**src/pkg/rps_pkg.sv**
```systemverilog
// Constants, codes and decode helpers for the remappable pin select crossbar.
// Assumes one system clock and a synchronous active-high reset in every user.
`default_nettype none

package rps_pkg;

  // Field widths and crossbar dimensions
  localparam int OUT_CODE_W    = 6;
  localparam int IN_CODE_W     = 7;
  localparam int NUM_OUT_SRC   = 64;
  localparam int NUM_OUT_PINS  = 3;
  localparam int NUM_PAD_IN    = 8;
  localparam int NUM_PERIPH_IN = 4;
  localparam int NUM_CMP       = 4;
  localparam int NUM_OCMP      = 4;
  localparam int OUT_IDX_W     = $clog2(NUM_OUT_PINS);
  localparam int IN_IDX_W      = $clog2(NUM_PERIPH_IN);

  // Values after reset
  localparam logic [OUT_CODE_W-1:0] OUT_CODE_RST = 6'h00;
  localparam logic [IN_CODE_W-1:0]  IN_CODE_RST  = 7'h00;

  // Output selection codes, one per peripheral output
  localparam logic [OUT_CODE_W-1:0] OUT_DEFAULT      = 6'h00;
  localparam logic [OUT_CODE_W-1:0] OUT_SERIAL_A_TX  = 6'h01;
  localparam logic [OUT_CODE_W-1:0] OUT_SERIAL_B_TX  = 6'h03;
  localparam logic [OUT_CODE_W-1:0] OUT_SPI_B_DATA   = 6'h08;
  localparam logic [OUT_CODE_W-1:0] OUT_SPI_B_CLOCK  = 6'h09;
  localparam logic [OUT_CODE_W-1:0] OUT_SPI_B_SELECT = 6'h0a;
  localparam logic [OUT_CODE_W-1:0] OUT_CAN_TX       = 6'h0e;
  localparam logic [OUT_CODE_W-1:0] OUT_COMPARE_A    = 6'h10;
  localparam logic [OUT_CODE_W-1:0] OUT_COMPARATOR_A = 6'h18;
  localparam logic [OUT_CODE_W-1:0] OUT_PWM_SYNC     = 6'h2d;
  localparam logic [OUT_CODE_W-1:0] OUT_ENC_COMPARE  = 6'h2f;
  localparam logic [OUT_CODE_W-1:0] OUT_REF_CLOCK    = 6'h31;
  localparam logic [OUT_CODE_W-1:0] OUT_COMPARATOR_D = 6'h32;

  // Input selection codes
  localparam logic [IN_CODE_W-1:0] IN_GROUND       = 7'h00;
  localparam logic [IN_CODE_W-1:0] IN_COMPARATOR_A = 7'h01;
  localparam logic [IN_CODE_W-1:0] IN_PIN_94       = 7'h5e;
  localparam logic [IN_CODE_W-1:0] IN_PIN_97       = 7'h61;
  localparam logic [IN_CODE_W-1:0] IN_PIN_118      = 7'h76;
  localparam logic [IN_CODE_W-1:0] IN_PIN_121      = 7'h79;

  // Pad input order: pins 94,95,96,97 then 118,119,120,121
  localparam int PAD_LOW_BASE  = 0;
  localparam int PAD_HIGH_BASE = 4;
  localparam int PAD_PIN_97    = 3;

  // Output pin order: bidirectional pins 97, 118, 120
  localparam int OUT_PIN_97  = 0;
  localparam int OUT_PIN_118 = 1;
  localparam int OUT_PIN_120 = 2;

  // Peripheral input source for one selection code; unassigned codes give 0
  function automatic logic in_route(input logic [IN_CODE_W-1:0]  code,
                                    input logic [NUM_CMP-1:0]    cmp,
                                    input logic [NUM_PAD_IN-1:0] pad);
    logic res;
    res = 1'b0;
    if (code >= IN_COMPARATOR_A && code < IN_COMPARATOR_A + 7'(NUM_CMP)) begin
      res = cmp[2'(code - IN_COMPARATOR_A)];
    end else if (code >= IN_PIN_94 && code <= IN_PIN_97) begin
      res = pad[PAD_LOW_BASE + int'(code - IN_PIN_94)];
    end else if (code >= IN_PIN_118 && code <= IN_PIN_121) begin
      res = pad[PAD_HIGH_BASE + int'(code - IN_PIN_118)];
    end
    return res;
  endfunction

endpackage

`default_nettype wire

```
**src/core/rps_pin_select.sv**
```systemverilog
// Remappable pin select crossbar: per-pin output routing, per-input routing.
// Assumes pads and peripherals are synchronous to clk; fields load by index.
`default_nettype none

module rps_pin_select
  import rps_pkg::*;
#(
  parameter bit HasCan   = 1'b1,
  parameter bit HasMotor = 1'b1
) (
  // Clock and reset
  input  wire logic                               clk,
  input  wire logic                               rst,
  // Output field load
  input  wire logic                               outWrEn,
  input  wire logic [rps_pkg::OUT_IDX_W-1:0]      outWrIdx,
  input  wire logic [rps_pkg::OUT_CODE_W-1:0]     outWrCode,
  // Input field load
  input  wire logic                               inWrEn,
  input  wire logic [rps_pkg::IN_IDX_W-1:0]       inWrIdx,
  input  wire logic [rps_pkg::IN_CODE_W-1:0]      inWrCode,
  // Field state
  output logic      [rps_pkg::OUT_CODE_W-1:0]     pinOutputRouteRegs [rps_pkg::NUM_OUT_PINS],
  output logic      [rps_pkg::IN_CODE_W-1:0]      peripheralInputRouteRegs [rps_pkg::NUM_PERIPH_IN],
  // Peripheral outputs
  input  wire logic                               serialPortATransmit,
  input  wire logic                               serialPortBTransmit,
  input  wire logic                               spiBDataOut,
  input  wire logic                               spiBClockOut,
  input  wire logic                               spiBSelectOut,
  input  wire logic                               canTransmit,
  input  wire logic [rps_pkg::NUM_OCMP-1:0]       compareUnitOut,
  input  wire logic [rps_pkg::NUM_CMP-1:0]        comparatorOut,
  input  wire logic                               pwmTimebaseSyncOut,
  input  wire logic                               encoderCountCompareOut,
  input  wire logic                               referenceClockOut,
  // Peripheral inputs
  output logic      [rps_pkg::NUM_PERIPH_IN-1:0]  periphIn,
  // Pads: input buffers
  input  wire logic [rps_pkg::NUM_PAD_IN-1:0]     padIn,
  // Pads: default port function
  input  wire logic [rps_pkg::NUM_OUT_PINS-1:0]   portOut,
  input  wire logic [rps_pkg::NUM_OUT_PINS-1:0]   portOe,
  // Pads: output drivers
  output logic      [rps_pkg::NUM_OUT_PINS-1:0]   pinOut,
  output logic      [rps_pkg::NUM_OUT_PINS-1:0]   pinOe,
  output logic      [rps_pkg::NUM_OUT_PINS-1:0]   pinRemapped
);

  logic [OUT_CODE_W-1:0]    next_pinOutputRouteRegs [NUM_OUT_PINS];
  logic [IN_CODE_W-1:0]     next_peripheralInputRouteRegs [NUM_PERIPH_IN];
  logic [NUM_PERIPH_IN-1:0] next_periphIn;
  logic [NUM_OUT_PINS-1:0]  next_pinOut;
  logic [NUM_OUT_PINS-1:0]  next_pinOe;
  logic [NUM_OUT_PINS-1:0]  next_pinRemapped;
  logic [NUM_OUT_PINS-1:0]  selDrive;
  logic [NUM_OUT_PINS-1:0]  selRemapped;
  logic [NUM_OUT_SRC-1:0]   srcVec;
  logic [NUM_OUT_SRC-1:0]   srcValid;

  // Peripheral outputs laid out by code; variant gating kept in the valid mask
  always_comb begin
    srcVec                   = '0;
    srcVec[OUT_SERIAL_A_TX]  = serialPortATransmit;
    srcVec[OUT_SERIAL_B_TX]  = serialPortBTransmit;
    srcVec[OUT_SPI_B_DATA]   = spiBDataOut;
    srcVec[OUT_SPI_B_CLOCK]  = spiBClockOut;
    srcVec[OUT_SPI_B_SELECT] = spiBSelectOut;
    srcVec[OUT_CAN_TX]       = canTransmit;
    for (int i = 0; i < NUM_OCMP; i++) begin
      srcVec[OUT_COMPARE_A + 6'(i)] = compareUnitOut[i];
    end
    for (int i = 0; i < NUM_CMP - 1; i++) begin
      srcVec[OUT_COMPARATOR_A + 6'(i)] = comparatorOut[i];
    end
    srcVec[OUT_COMPARATOR_D] = comparatorOut[NUM_CMP-1];
    srcVec[OUT_PWM_SYNC]     = pwmTimebaseSyncOut;
    srcVec[OUT_ENC_COMPARE]  = encoderCountCompareOut;
    srcVec[OUT_REF_CLOCK]    = referenceClockOut;
  end

  // Which codes exist on this variant; the rest fall back to the port
  always_comb begin
    srcValid                   = '0;
    srcValid[OUT_SERIAL_A_TX]  = 1'b1;
    srcValid[OUT_SERIAL_B_TX]  = 1'b1;
    srcValid[OUT_SPI_B_DATA]   = 1'b1;
    srcValid[OUT_SPI_B_CLOCK]  = 1'b1;
    srcValid[OUT_SPI_B_SELECT] = 1'b1;
    srcValid[OUT_CAN_TX]       = HasCan;
    for (int i = 0; i < NUM_OCMP; i++) begin
      srcValid[OUT_COMPARE_A + 6'(i)] = 1'b1;
    end
    for (int i = 0; i < NUM_CMP - 1; i++) begin
      srcValid[OUT_COMPARATOR_A + 6'(i)] = 1'b1;
    end
    srcValid[OUT_COMPARATOR_D] = 1'b1;
    srcValid[OUT_PWM_SYNC]     = HasMotor;
    srcValid[OUT_ENC_COMPARE]  = HasMotor;
    srcValid[OUT_REF_CLOCK]    = 1'b1;
  end

  // Field loads: no cross-checks, any combination is stored as given
  always_comb begin
    for (int p = 0; p < NUM_OUT_PINS; p++) begin
      next_pinOutputRouteRegs[p] = pinOutputRouteRegs[p];
      if (outWrEn && outWrIdx == OUT_IDX_W'(p)) begin
        next_pinOutputRouteRegs[p] = outWrCode;
      end
    end
    for (int k = 0; k < NUM_PERIPH_IN; k++) begin
      next_peripheralInputRouteRegs[k] = peripheralInputRouteRegs[k];
      if (inWrEn && inWrIdx == IN_IDX_W'(k)) begin
        next_peripheralInputRouteRegs[k] = inWrCode;
      end
    end
  end

  // Field storage; reset parks every output field on the null code
  always_ff @(posedge clk) begin
    for (int p = 0; p < NUM_OUT_PINS; p++) begin
      pinOutputRouteRegs[p] <= rst ? OUT_CODE_RST : next_pinOutputRouteRegs[p];
    end
    for (int k = 0; k < NUM_PERIPH_IN; k++) begin
      peripheralInputRouteRegs[k] <= rst ? IN_CODE_RST : next_peripheralInputRouteRegs[k];
    end
  end

  // Per-pin selectors look at the next field value so a load lands in one edge
  generate
    for (genvar p = 0; p < NUM_OUT_PINS; p++) begin : gOutSel
      rps_out_select uSel (
        .code     (next_pinOutputRouteRegs[p]),
        .srcVec   (srcVec),
        .srcValid (srcValid),
        .drive    (selDrive[p]),
        .remapped (selRemapped[p])
      );
    end
  endgenerate

  // Pad drive: remapped peripheral wins, otherwise the port function
  always_comb begin
    for (int p = 0; p < NUM_OUT_PINS; p++) begin
      next_pinRemapped[p] = selRemapped[p];
      next_pinOut[p]      = selRemapped[p] ? selDrive[p] : portOut[p];
      next_pinOe[p]       = selRemapped[p] | portOe[p];
    end
  end

  // Peripheral inputs: same decode per input, a pad may feed several
  always_comb begin
    for (int k = 0; k < NUM_PERIPH_IN; k++) begin
      next_periphIn[k] = in_route(next_peripheralInputRouteRegs[k], comparatorOut,
                                  padIn);
    end
  end

  // Registered pad and peripheral side; a flop per pin keeps unchanged pins glitch free
  always_ff @(posedge clk) begin
    if (rst) begin
      pinRemapped <= '0;
      pinOut      <= '0;
      pinOe       <= '0;
      periphIn    <= '0;
    end else begin
      pinRemapped <= next_pinRemapped;
      pinOut      <= next_pinOut;
      pinOe       <= next_pinOe;
      periphIn    <= next_periphIn;
    end
  end

  generate
    for (genvar p = 0; p < NUM_OUT_PINS; p++) begin : gPinChk

    end
  endgenerate

  generate
    for (genvar k = 0; k < NUM_PERIPH_IN; k++) begin : gInChk

    end
  endgenerate
endmodule // rps_pin_select

`default_nettype wire

```
**src/core/rps_out_select.sv**
```systemverilog
// One pin's output selector: picks the peripheral output named by the code.
// Assumes the source and valid vectors are indexed by output selection code.
`default_nettype none

module rps_out_select
  import rps_pkg::*;
(
  // Selection
  input  wire logic [rps_pkg::OUT_CODE_W-1:0]  code,
  // Peripheral outputs and which codes exist
  input  wire logic [rps_pkg::NUM_OUT_SRC-1:0] srcVec,
  input  wire logic [rps_pkg::NUM_OUT_SRC-1:0] srcValid,
  // Result
  output logic                                 drive,
  output logic                                 remapped
);

  // Zero and unassigned codes leave the pin to its port function
  always_comb begin
    remapped = (code != OUT_DEFAULT) && srcValid[code];
    drive    = remapped && srcVec[code];
  end

endmodule // rps_out_select

`default_nettype wire

```
**config.mk**
```make
export PLATFORM = sky130hd
export DESIGN_NAME = rps_pin_select
export DESIGN_NICKNAME = d
export VERILOG_FILES = /design/src/pkg/rps_pkg.sv /design/src/core/rps_pin_select.sv /design/src/core/rps_out_select.sv
export SDC_FILE = /design/constraint.sdc
export NUM_CORES = 1
export LEC_CHECK = 0
export BUFFER_PORTS_ARGS = -buffer_cell sky130_fd_sc_hd__buf_4
export CELL_PAD_IN_SITES_DETAIL_PLACEMENT = 0
export CELL_PAD_IN_SITES_GLOBAL_PLACEMENT = 2
export CORE_UTILIZATION = 39
export DETAILED_ROUTE_END_ITERATION = 8
export HOLD_SLACK_MARGIN = 0.12
export PLACE_DENSITY_LB_ADDON = 0.08
export REMOVE_ABC_BUFFERS = 1
export SYNTH_ARGS = -nofsm -noshare
export SYNTH_HDL_FRONTEND = slang
export SYNTH_HIERARCHICAL = 1
export SYNTH_SLANG_ARGS = --single-unit
```
**constraint.sdc**
```tcl
create_clock -name clk -period 4.4 [get_ports clk]
set_input_delay 0.44 -clock clk [delete_from_list [all_inputs] [get_ports clk]]
set_output_delay 0.44 -clock clk [all_outputs]
set_load 0.02 [all_outputs]
```
=== Yosys cells after proc, flatten, opt, wreduce, memory -nomap -nowiden ===
Memory sizes are Yosys's and may differ from the RTL's.
Index checks and enable logic that the tools add are counted.

* Memories kept: 3
* Bits in registers: 59
* ROM bits: 192
* Logic and storage cells: 170
* Input bits: 52
* Output and inout port bits: 59

{| class="wikitable"
|+ Memory list
! memory !! depth !! bits a word !! read ports !! clocked after memory_dff !! write ports !! RTL line !! text
|-
| (no name shown) || 64 || 1 || 1 || 0 || 0 || rps_out_select.sv:20 || <nowiki>remapped = (code != OUT_DEFAULT) && srcValid[code];</nowiki>
|-
| (no name shown) || 64 || 1 || 1 || 0 || 0 || rps_out_select.sv:20 ||
|-
| (no name shown) || 64 || 1 || 1 || 0 || 0 || rps_out_select.sv:20 ||
|}

* Magnitude comparators: 39
* Add/subtract/negate cells: 16
* Equality and inequality tests: 5
* Reductions and logical operators: 30
* Bitwise operators: 3
* Multiplexer cells: 63

{| class="wikitable"
|+ Operators with widths
! operator !! count
|-
| 7-bit by 7-bit subtractor with 8-bit output (second input constant) || 8
|-
| 7-bit >= comparator (second input constant) || 8
|-
| 7-bit <= comparator (second input constant) || 8
|-
| 1-bit 2-to-1 mux || 41
|-
| 4-bit by 8-bit adder with 9-bit output (first input constant) || 4
|-
| 9-bit by 5-bit < comparator with 1-bit output (second input constant) || 4
|-
| 8-bit by 5-bit < comparator with 1-bit output (second input constant) || 4
|-
| 7-bit by 1-bit >= comparator with 1-bit output (second input constant) || 4
|-
| 7-bit by 3-bit < comparator with 1-bit output (second input constant) || 4
|-
| 7-bit 2-to-1 mux || 4
|-
| 1-bit logical AND || 25
|-
| 1-bit binary-select mux with 3-bit select || 8
|-
| 6-bit by 7-bit < comparator with 1-bit output (second input constant) || 3
|-
| 1-bit binary-select mux with 6-bit select || 3
|-
| 6-bit 2-to-1 mux || 3
|-
| 6-bit nonzero test || 3
|-
| 2-bit by 3-bit < comparator with 1-bit output (second input constant) || 4
|-
| 1-bit binary-select mux with 2-bit select || 4
|-
| 2-bit by 1-bit subtractor with 2-bit output (second input constant) || 4
|-
| 2-bit equality test (second input constant) || 3
|-
| 2-bit by 1-bit equality test with 1-bit output (second input constant) || 2
|-
| 2-bit logical NOT || 2
|-
| 1-bit bitwise OR || 3
|}

=== Logic depth before layout (Yosys ltp) ===
Gate-level depths: netlist of the first run.

* Depth after elaboration: 11
* Depth in mapped cells: 12
* Mapped depth without buffers: 10

=== Modules after synthesis ===
Netlist of the first run, hierarchy kept.

{| class="wikitable"
|+ Modules (own cells, without submodules)
! module !! sequential area each (um^2) !! cells an instance !! instances !! area an instance (um^2)
|-
| rps_out_select || 0.0 || 111 || 3 || 1172.4
|-
| rps_pin_select || 1181.1 || 377 || 1 || 3280.6
|}

=== Worst setup path before layout of the first run ===
OpenSTA, ideal clock, no wires.

* Path kind: input-to-reg
* Start: in outWrIdx[1] in the netlist's numbering
* End: reg pinOut[0] in the netlist's numbering
* Buffers on the path: 2
* Setup time: 0.128 ns
* Setup slack: 1.481 ns
* Arrival: 2.792 ns
* Stages: 11
* Data required time: 4.272 ns
* Path through: nor3b_1 -> mux2_2 -> buf_6 -> buf_8 -> mux4_1 -> mux2_2 -> nand3b_1 -> nand3_1 -> o311a_1 -> mux2i_1 -> nor2_1

{| class="wikitable"
|+ RTL lines
! what !! RTL line !! text
|-
| from (decl) || rps_pin_select.sv:16 || <nowiki>input wire logic [rps_pkg::OUT_IDX_W-1:0] outWrIdx,</nowiki>
|-
| to (signal assigned) || rps_pin_select.sv:168 || <nowiki>pinOut <= next_pinOut;</nowiki>
|-
| to (decl) || rps_pin_select.sv:45 || <nowiki>output logic [rps_pkg::NUM_OUT_PINS-1:0] pinOut,</nowiki>
|}

==> results.toml, run 1 <==
[worst_hold_path]
worstHoldEndpoint = "pinOe[2]$_SDFF_PP0_"
hold_path_cells = 3
start_point_of_the_worst_min_delay_path = "portOe[2]"
hp-class = "primary input to register"

[job]
drv.max_cap_violation_count = 0

[logic_synthesis]
postSynth.asyncResetShare_pct = 0
dominantRegCellSynth = "dfxtp_1"
yosysSeqAreaShare_pct = 17.38
synthesis.area_per_instance_um2 = 9.574
syn-cell-area_um2 = 6798
number_of_flops_mapped_to_enable_cells_by_yosys = 0
synth_cell_type_count = 60
synth.yosys.warnings = 6
syn_inst = 710
yosys_register_bits = 59

[routing]
finalWirelength_mm = 19.45
dr.first_iter.drc_count = 397
viasPerCell = 4.856
vias = 6444
drt_drc_violations_left = 0
antenna_violating_nets_post_route = 0
detailedRoute.firstPassIterationCount = 4
drt-wirelength-per-cell_um = 14.65

[cts]
root_buffer = "clkbuf_16"
ctsHtreeMaxLevel = 3
cts_made_buffers = 9
hold_buffers = 0
cts-root-to-sink-buffers = 2
cts.sinks = 59
tritoncts = "done"
clkTransAtPathRegs_ns = 0.06
postCtsSetupBuffers = 0
cts_repair_resize_count = 0
worstSkewPairLatency_ns = 0.34

[floorplan]
core_area_um2 = 16820
fp.dieH_um = 134.0
core.rowCount = 47
initial_core_utilization_pct = 40.42
die_x_um = 134.0
fp.dieArea_um2 = 17960
pin_count = 111

[placement]
dp_worst_setup_slack_ns = 0.8890
place.detailed.hpwl_mm = 14.52
place.gp.congestion = 0.8218
port-buffer-count = 110
place.detailed.instances = 1314

[final_layout]
area.growth.synth_to_final_pct = 34.11
fillCellCount = 1713
antenna_cells_inserted = 0
layout.cells.most_common_list = "conb_1, buf_4, mux2i_1"
seq_area_um2 = 1181
finish.net_count = 1158
leading_cell_type_in_the_layout_fill_and_taps_excluded = "conb_1"
instances_no_fill = 1327
multiInputGateArea_um2 = 6507
final_layout_size_suffix_gt1_share_pct = 19.15

[sta]
final.setup_skew_ns = 0.005676
worst_slew_margin_relative_to_its_limit_pct = 43.01
fmax_mhz = 319.8
final.setup.tns_ns = 0
rsz0062_at_grt = "no"
worstMarginPinSlew_ns = 0.8549
final_min_period_over_clock_period_pct = 71.06
timing_hold_violations_final = 0
drv_slew = 0
worst_slack_ns = 1.273
finalSetupViolations = 0
layout_min_cycle_time_ns = 3.127

[setup_path]
r2r_start = "pinOutputRouteRegs[6]$_SDFF_PP0_"
crit_path_max_fanout = 30
cp-start-kind = "primary input"
crit_path_cell_trace = "buf_4 > nand3b_1 > mux2_2 > mux4_1 > o2bb2ai_1 > o21ai_0 > nand3b_1 > o311ai_2 > o311a_1 > mux2i_1 > nor2_1"
critPathMostFrequentCell = "nand3b_1"
rrSetupSlack_ns = 1.66
crit_family = "multiplexers"
critPathSlowestCell = "mux2_2"
crit_arrival_ns = 3.32
critPathKind = "primary input to register"
reg2regPathDepth = 9
critical_register_to_register_path_endpoint = "pinOut[1]$_SDFF_PP0_"
path_buf_inv = 1
crit_required_ns = 4.59
delay_of_the_slowest_cell_on_the_worst_path_ns = 0.91
worstSetupEndpointType = "register"

[global_route]
globalRouteTotalUtil_pct = 22.48
grt_start_max_net_pins = 62
globalRouteOverflowTotal = 0
grt_pass1_wl_mm = 31.36
antenna_found_initial = 0
vias_in_the_first_global_route = 5895

[power]
totalPowerFinal_w = 0.001899
p_leak_nw = 3.976
power.ir.vdd_worst_uv = 141.7
powerDensity_nw_per_um2 = 208.3

[status]
status = "finished, final reports clean"
power breakdown:
group / leakage [nW] / switching, W / internal [W]
sequential: 0.481 / 0.0000217 / 0.000559
combinational: 3.36 / 0.000333 / 0.000299
clock: 0.137 / 0.000261 / 0.000425
total: 3.98 / 0.000615 / 0.00128
worst min-delay path, cell delays in order:
cell and delay [ns]:
buf_4 0.08, nor2_1 0.03, nor2_1 0.06
metal layers:
metal / routed length, um / vias to the layer above / track usage [%] / share of wire (%)
met5: 0 / - / 0 / 0
met4: 425 / 0 / 7.553 / 2.2
met3: 834 / 26 / 3.212 / 4.3
met2: 9064 / 147 / 35.46 / 47
met1: 9122 / 3005 / 31.48 / 47
li1: - / 3266 / - / -
registers in the layout (all words and copies together) (netlist names):
register	count
pinRemapped	3
peripheralInputRouteRegs	28
pinOutputRouteRegs	18
periphIn	4
pinOe	3
pinOut	3
area by class of cell:
class	count	share of cell area [%]
well taps	220	3.019
clock inverters	4	0.4941
inverters	1	0.04117
flip-flops and latches	59	12.96
multi-input cells	917	71.38
clock buffers	9	2.470
repair buffers	117	9.635
worst max path at each step:
| stage | from | to | slack (ns) | cells past startpoint |
|---|---|---|---|---|
| finish | outWrIdx[1] | pinOut[1]$_SDFF_PP0_ | 1.27 | 11 |
| CTS | outWrIdx[1] | pinOut[1]$_SDFF_PP0_ | 1.25 | 11 |
| floorplan | outWrIdx[1] | pinOut[0]$_SDFF_PP0_ | 1.24 | 9 |
| global route | outWrIdx[1] | pinOut[0]$_SDFF_PP0_ | 1.04 | 12 |
| detailed placement | outWrIdx[1] | pinOut[1]$_SDFF_PP0_ | 0.89 | 11 |
| global placement | outWrIdx[1] | pinOut[1]$_SDFF_PP0_ | 0.94 | 11 |
stage by stage:
step | instance area (um2) | utilization, % | hold slack (ns)
after CTS | 9116 | 54.20 | 0.3026
after floorplan | 7692 | - | 0.5091
after global routing | 9116 | 54.20 | 0.3130
final | 9116 | 54.20 | 0.3069
after detailed placement | 8846 | 52.60 | 0.5014
after global placement | 8846 | 52.60 | 0.5008
cell usage after synthesis (7+ instances only):
cell / count / area (um2)
and3b_1: 8 / 70.07
o21ai_0: 25 / 125.1
mux2i_1: 92 / 920.9
mux4_1: 30 / 788.3
nand3b_1: 10 / 75.07
mux4_2: 38 / 855.8
buf_2: 23 / 115.1
nand3_1: 21 / 105.1
a31oi_1: 15 / 93.84
a21oi_1: 31 / 155.2
nand2_1: 66 / 247.7
dfxtp_1: 59 / 1181
clkbuf_1: 28 / 105.1
a211oi_1: 8 / 60.06
nor2_1: 54 / 202.7
nand4_1: 10 / 62.56
a22oi_1: 22 / 165.2
nor3_1: 7 / 35.03
nor2b_1: 41 / 256.5
mux2_2: 36 / 405.4
cells by family after synthesis:
kind of cell,Yosys count,share of synthesized area (%)
AND/OR/NAND/NOR,244,18.50
multiplexers,200,44.58
AO/OA/AOI/OAI,139,13.86
buffers and inverters,62,5.006
flip-flops,59,17.38
XOR/XNOR,3,0.3866
other,2,0.1105
adder cells (fa/ha/maj),1,0.1840
Note: power is estimated with default switching activity, not from simulation.
==> run 2: changes to the inputs <==
CORE_UTILIZATION = 33   (was 39)
clock period = 2.65 ns   (was 4.4 ns; I/O delays follow)
==> run 2 against run 1 <==
Compared with the run above: the run now ends with design-rule violations left; routed wire length is 8.5% higher; clock-buffer cell count is 2 higher; via count is 4.2% higher; clock power is 95% higher; total power is 81% higher; combinational power is 80% higher; die area is 18% higher; non-clock buffer count is 63 higher; global-route usage is 1.9 points lower; cell area is 6.8% higher; critical path type unchanged.
==> results.toml, run 2 (synthesis gave the netlist of run 1 again) <==
[setup_path]
worstSetupEndpointType = "register"
r2r_start = "pinOutputRouteRegs[0]$_SDFF_PP0_"
crit_path_max_fanout = 14
cp-start-kind = "primary input"
timing.critical_path.from = "outWrIdx[1]"
critical_path.endpoint = "pinOut[1]$_SDFF_PP0_"
crit_required_ns = 2.86
crit_arrival_ns = 2.68
critical_register_to_register_path_endpoint = "pinOut[2]$_SDFF_PP0_"
rrSetupSlack_ns = 0.26
reg2regPathDepth = 10
critPathKind = "primary input to register"

[floorplan]
core.rowCount = 52
fp.dieArea_um2 = 21180
fp.dieH_um = 145.5
pin_count = 111
initial_core_utilization_pct = 33.60
die_x_um = 145.5
core_area_um2 = 20230

[global_route]
grtUsageMet3_pct = 2.320
globalRoute.busiestLayer = "met2"
antenna_found_initial = 0
grt_pass1_wl_mm = 34.23
vias_in_the_first_global_route = 6348
met2_usage_pct = 35.55
globalRouteTotalUtil_pct = 20.60
globalRouteOverflowTotal = 0
grt_start_max_net_pins = 41
grtUsageMet1_pct = 26.92

[cts]
tritoncts = "done"
cts.sinks = 59
clkTransAtPathRegs_ns = 0.06
root_buffer = "clkbuf_16"
cts-root-to-sink-buffers = 2
cts_made_buffers = 9
postCtsSetupBuffers = 0
ctsHtreeMaxLevel = 3
worstSkewPairLatency_ns = 0.34

[final_layout]
fillCellCount = 2087
layout.cells.most_common_list = "conb_1, buf_4, mux2i_1"
largest_register_ffs = 28
max_flop_register = "peripheralInputRouteRegs"
final_layout_size_suffix_gt1_share_pct = 23.63
finish.net_count = 1221
leading_cell_type_in_the_layout_fill_and_taps_excluded = "conb_1"
instances_no_fill = 1442
antenna_cells_inserted = 0
area.growth.synth_to_final_pct = 43.16
reg.largest.list = "peripheralInputRouteRegs x28, pinOutputRouteRegs x18, periphIn x4"

[power]
cellInternalPower_w = 0.002363
powerDensity_nw_per_um2 = 354.2
totalPowerFinal_w = 0.003447
power.clock.fraction_pct = 38.9
p_leak_nw = 4.334
power.ir.vdd_worst_uv = 238.5
seq_power_share_pct = 28.0
netSwitchingPower_w = 0.001084
switching_share_pct = 31.45
comb_power_share_pct = 33.1

[sta]
finalSetupViolations = 0
hold-worst-slack_ns = 0.1358
rsz0062_at_grt = "no"
final.setup.tns_ns = 0
timing_hold_violations_final = 0
layout_min_cycle_time_ns = 2.469
final.setup_skew_ns = 0.01169
fmax_mhz = 405.0
final_min_period_over_clock_period_pct = 93.18
worstMarginPinSlew_ns = 0.5090
worst_slew_margin_relative_to_its_limit_pct = 66.07
drv_slew = 0

[placement]
place.detailed.instances = 1427
place.detailed.hpwl_mm = 16.51
port-buffer-count = 110
place.gp.congestion = 0.7913

[routing]
detailedRoute.firstPassIterationCount = 7
drt-wirelength-per-cell_um = 14.63
drt_drc_violations_left = 1
viasPerCell = 4.656
finalWirelength_mm = 21.10
vias = 6714
dr.first_iter.drc_count = 293
antenna_violating_nets_post_route = 0

[status]
status = "finished with violations"
failed_checks = "design-rule violations"

[job]
drv.max_cap_violation_count = 0

[worst_hold_path]
hp-class = "primary input to register"
## run 2: changes by cell type in the layout (fill, tap and decap cells not counted), sizes merged
| cell | change |
|---|---|
| buf | +63 |
| clkbuf | +2 |
| bufinv | +1 |
| clkinv | -1 |
## run 2: metal layers
layer,part of all wire (%),wire length (um),vias up
met5,0,0,-
met4,1.6,335,0
met3,3.6,753,21
met2,49,10260,142
met1,46,9745,3163
li1,-,-,3388
## run 2: worst min path at each step
| stage | startpoint | endpoint | slack [ns] | depth (start not counted) |
|---|---|---|---|---|
| floorplan | rst | peripheralInputRouteRegs[10]$_SDFF_PP0_ | 0.33 | 1 |
| global placement | portOe[1] | pinOe[1]$_SDFF_PP0_ | 0.48 | 3 |
| detailed placement | portOe[1] | pinOe[1]$_SDFF_PP0_ | 0.48 | 3 |
| CTS | portOe[1] | pinOe[1]$_SDFF_PP0_ | 0.12 | 3 |
| global route | portOe[1] | pinOe[1]$_SDFF_PP0_ | 0.14 | 3 |
| finish | portOe[1] | pinOe[1]$_SDFF_PP0_ | 0.14 | 3 |
## run 2: area by class of cell
class                      instances  area (um2)  area share (%)
multi-input combinational        917        6519           66.98
clock inverter                     4       73.82          0.7586
timing repair buffer             180        1364           14.01
inverter                           1       3.754         0.03857
clock buffer                      11       252.7           2.597
sequential                        59        1181           12.14
tap                              270       337.8           3.471
## run 2: metrics by stage
step	worst slack (ns)	area (um2)	utilization (%)
2_1_floorplan	-0.3367	7692	-
3_3_place_gp	-0.2388	9394	46.43
3_5_place_dp	-0.2709	9394	46.43
4_1_cts	0.08861	9721	48.04
5_1_grt	0.02766	9732	48.10
6_report	0.1808	9732	48.10
## run 2: worst max-delay path, stage by stage
cell and delay [ns]:
buf_4 0.12, nand3b_1 0.26, mux2_4 0.46, buf_4 0.20, mux4_1 0.45, a31oi_1 0.19
nand3_1 0.10, nand3_1 0.10, o311ai_2 0.17, o311a_1 0.17, mux2i_1 0.14, nor2_1 0.05
## run 2: what timing repair did
item	4_1_cts	5_1_grt
hold buffers	0	0
gates resized for setup	0	3
endpoints found under the setup margin	0	2
## run 2: power groups by stage
| stage | Combinational, W | Clock, W | Sequential [W] |
|---|---|---|---|
| floorplan | 0.000669 | 0 | 0.00102 |
| global placement | 0.00112 | 0 | 0.000986 |
| detailed placement | 0.00113 | 0 | 0.000984 |
| CTS | 0.00113 | 0.00137 | 0.000965 |
| global route | 0.00126 | 0.00140 | 0.000970 |
| finish | 0.00114 | 0.00134 | 0.000965 |
==> run 3: changes to the inputs <==
CORE_UTILIZATION = 27   (was 33)
GPL_TIMING_DRIVEN = 0   (was unset)
SYNTH_HIERARCHICAL = unset   (was 1)
==> run 3 against run 2 <==
Compared with the run above: the flow now finishes without violations; first-iteration DRC count shrank 29%; core utilization decreased by 11 points; sequential power fell by 0.8%; sequential share of layout area rose by 9.9 points.
==> results.toml, run 3 <==
[global_route]
globalRouteOverflowTotal = 0
grt_pass1_wl_mm = 22.32
grt_start_max_net_pins = 61
globalRouteTotalUtil_pct = 19.85
vias_in_the_first_global_route = 3929
antenna_found_initial = 0

[setup_path]
crit_arrival_ns = 2.82
crit_path_cell_trace = "buf_4 > or3b_4 > mux2i_4 > ha_2 > or4b_4 > a32oi_2 > nor2_1 > a211o_1 > or3_4 > o31ai_2"
r2r_start = "pinOutputRouteRegs[13]$_SDFF_PP0_"
crit_required_ns = 2.91
timing.critical_path.from = "outWrIdx[1]"
critPathSlowestCell = "or4b_4"
worstSetupEndpointType = "register"
crit_path_max_fanout = 5
cp-start-kind = "primary input"
delay_of_the_slowest_cell_on_the_worst_path_ns = 0.52
critPathKind = "primary input to register"

[sta]
worst_slack_ns = 0.08997
drv_slew = 0
finalSetupViolations = 0
fmax_mhz = 390.6
worstMarginPinSlew_ns = 0.9459
timing_hold_violations_final = 0
layout_min_cycle_time_ns = 2.560
final_min_period_over_clock_period_pct = 96.60
rsz0062_at_grt = "no"
worst_slew_margin_relative_to_its_limit_pct = 36.81
final.setup_skew_ns = 0.004722

[job]
drv.max_cap_violation_count = 0

[placement]
place.detailed.hpwl_mm = 10.74
dp_worst_setup_slack_ns = -1.047
place.detailed.instances = 761
place.gp.congestion = 0.8590
port-buffer-count = 110
placement.cell_area_um2 = 4923

[worst_hold_path]
start_point_of_the_worst_min_delay_path = "portOe[2]"
hp-class = "primary input to register"

[final_layout]
finish.net_count = 656
area.growth.synth_to_final_pct = 34.43
layout.cells.most_common_list = "buf_4, nor2_1, mux2i_1"
fillCellCount = 1556
largest_register_ffs = 28
final_layout_size_suffix_gt1_share_pct = 27.69
post-route-util_pct = 37.08
max_flop_register = "peripheralInputRouteRegs"
reg.largest.list = "peripheralInputRouteRegs x28, pinOutputRouteRegs x18, periphIn x4"
leading_cell_type_in_the_layout_fill_and_taps_excluded = "buf_4"
antenna_cells_inserted = 0
layout.cell_area.non_filler_um2 = 5369
instances_no_fill = 787

[logic_synthesis]
postSynth.asyncResetShare_pct = 0
dominantRegCellSynth = "dfxtp_1"
synthTopCellsByArea = "dfxtp_1, mux2i_1, nor2_1, nand2_1, mux2_2"
yosys_register_bits = 59
number_of_flops_mapped_to_enable_cells_by_yosys = 0
synth_top_cell_area_share_pct = 29.57
yosysMostFrequentCell = "nor2_1"
synth_cell_type_count = 57
syn-cell-area_um2 = 3994
synth.yosys.warnings = 0
synth_largest_area_cell = "dfxtp_1"
post_synth_most_frequent_cells = "nor2_1, mux2i_1, dfxtp_1"
yosysSeqAreaShare_pct = 29.57
synthesis.area_per_instance_um2 = 8.151
syn_inst = 490

[power]
p_leak_nw = 2.435
power.ir.vdd_worst_uv = 261.9
powerDensity_nw_per_um2 = 502.2
totalPowerFinal_w = 0.002696

[floorplan]
core.rowCount = 44
fp.dieH_um = 123.6
core_area_um2 = 14480
initial_core_utilization_pct = 27.58
die_x_um = 123.6
fp.dieArea_um2 = 15280
pin_count = 111

[routing]
detailedRoute.firstPassIterationCount = 4
dr.first_iter.drc_count = 208
viasPerCell = 5.206
finalWirelength_mm = 14.79
antenna_violating_nets_post_route = 0
drt_drc_violations_left = 0
vias = 4097
drt-wirelength-per-cell_um = 18.79

[cts]
root_buffer = "clkbuf_16"
cts.sinks = 59
clkTransAtPathRegs_ns = 0.06
tritoncts = "done"
ctsHtreeMaxLevel = 3
cts_made_buffers = 9
hold_buffers = 0
cts-root-to-sink-buffers = 2
worstSkewPairLatency_ns = 0.34

[status]
status = "finished, final reports clean"
-- run 3: changes by cell type after synthesis, sizes merged, moves of 16 or more --
cell / previous run / this run
mux2i: 93 / 71
buf: 33 / 6
mux4: 68 / 0
nand2: 66 / 50
a22oi: 22 / 0
nor2b: 41 / 8
mux2: 39 / 12
-- run 3: area by class of cell --
cell class                      count  area, um2  share of cell area (%)
Timing Repair Buffer              120      900.9                   16.78
Clock buffer                       10      239.0                   4.451
Multi-Input combinational cell    399       2738                   50.99
Clock inverter                      6      41.29                  0.7691
Inverter                            9      38.79                  0.7224
Tap cell                          184      230.2                   4.288
Sequential cell                    59       1181                   22.00
-- run 3: repair_timing --
action / in CTS / in global routing
gates resized for setup: 13 / 5
buffers inserted: 10 / 0
setup endpoints to repair: 9 / 4
pin swaps: 6 / 7
-- run 3: worst paths after layout --
check / cells after the start / to / slack [ns]
max: 10 / pinOut[0]$_SDFF_PP0_ / 0.09
min reg2reg: 2 / peripheralInputRouteRegs[18]$_SDFF_PP0_ / 0.51
max reg2reg: 8 / pinOut[0]$_SDFF_PP0_ / 0.22
min: 3 / pinOe[2]$_SDFF_PP0_ / 0.14
-- run 3: cell families (layout without fill, tap and decap cells) --
kind of cell    after synthesis  count (layout)  synth area share [%]
flops                        59              59                 29.57
simple gates                208             208                 25.60
fa+ha+maj                     6               6                 1.880
compound gates               98              98                 16.04
mux                          83              83                 21.77
xor+xnor                      4               4                0.8771
buf+inv                      32             145                 4.260
-- run 3: where the power goes --
group / total [W] / internal [W] / switching [W]
combinational: 0.000608 / 0.000256 / 0.000351
clock: 0.00113 / 0.000656 / 0.000475
sequential: 0.000957 / 0.000927 / 0.0000297
-- run 3: through the flow --
step,TNS (ns),hold slack (ns)
after CTS,0,0.1259
final,0,0.1358
after detailed placement,-6.779,0.4849
after global routing,0,0.1437
after global placement,-6.832,0.4813
after floorplan,-0.7483,0.3341
-- run 3: worst max-delay path: cells and delay by family --
family                     cells  cell delay, ns
adders and majority gates      1            0.21
AOI/OAI and AO/OA              3            0.63
muxes                          1            0.22
buffers and inverters          1            0.13
and+or+nand+nor                4            1.36
-- run 3: metal layers --
metal  track usage [%]  part of all wire [%]  wire, um  vias to the layer above
li1                  -                     -         -                     2018
met5                 0                     0         0                        -
met2             34.20                    49      7202                      120
met4             7.605                   1.8       272                        0
met3             2.930                   4.6       675                       17
met1             24.80                    45      6641                     1942
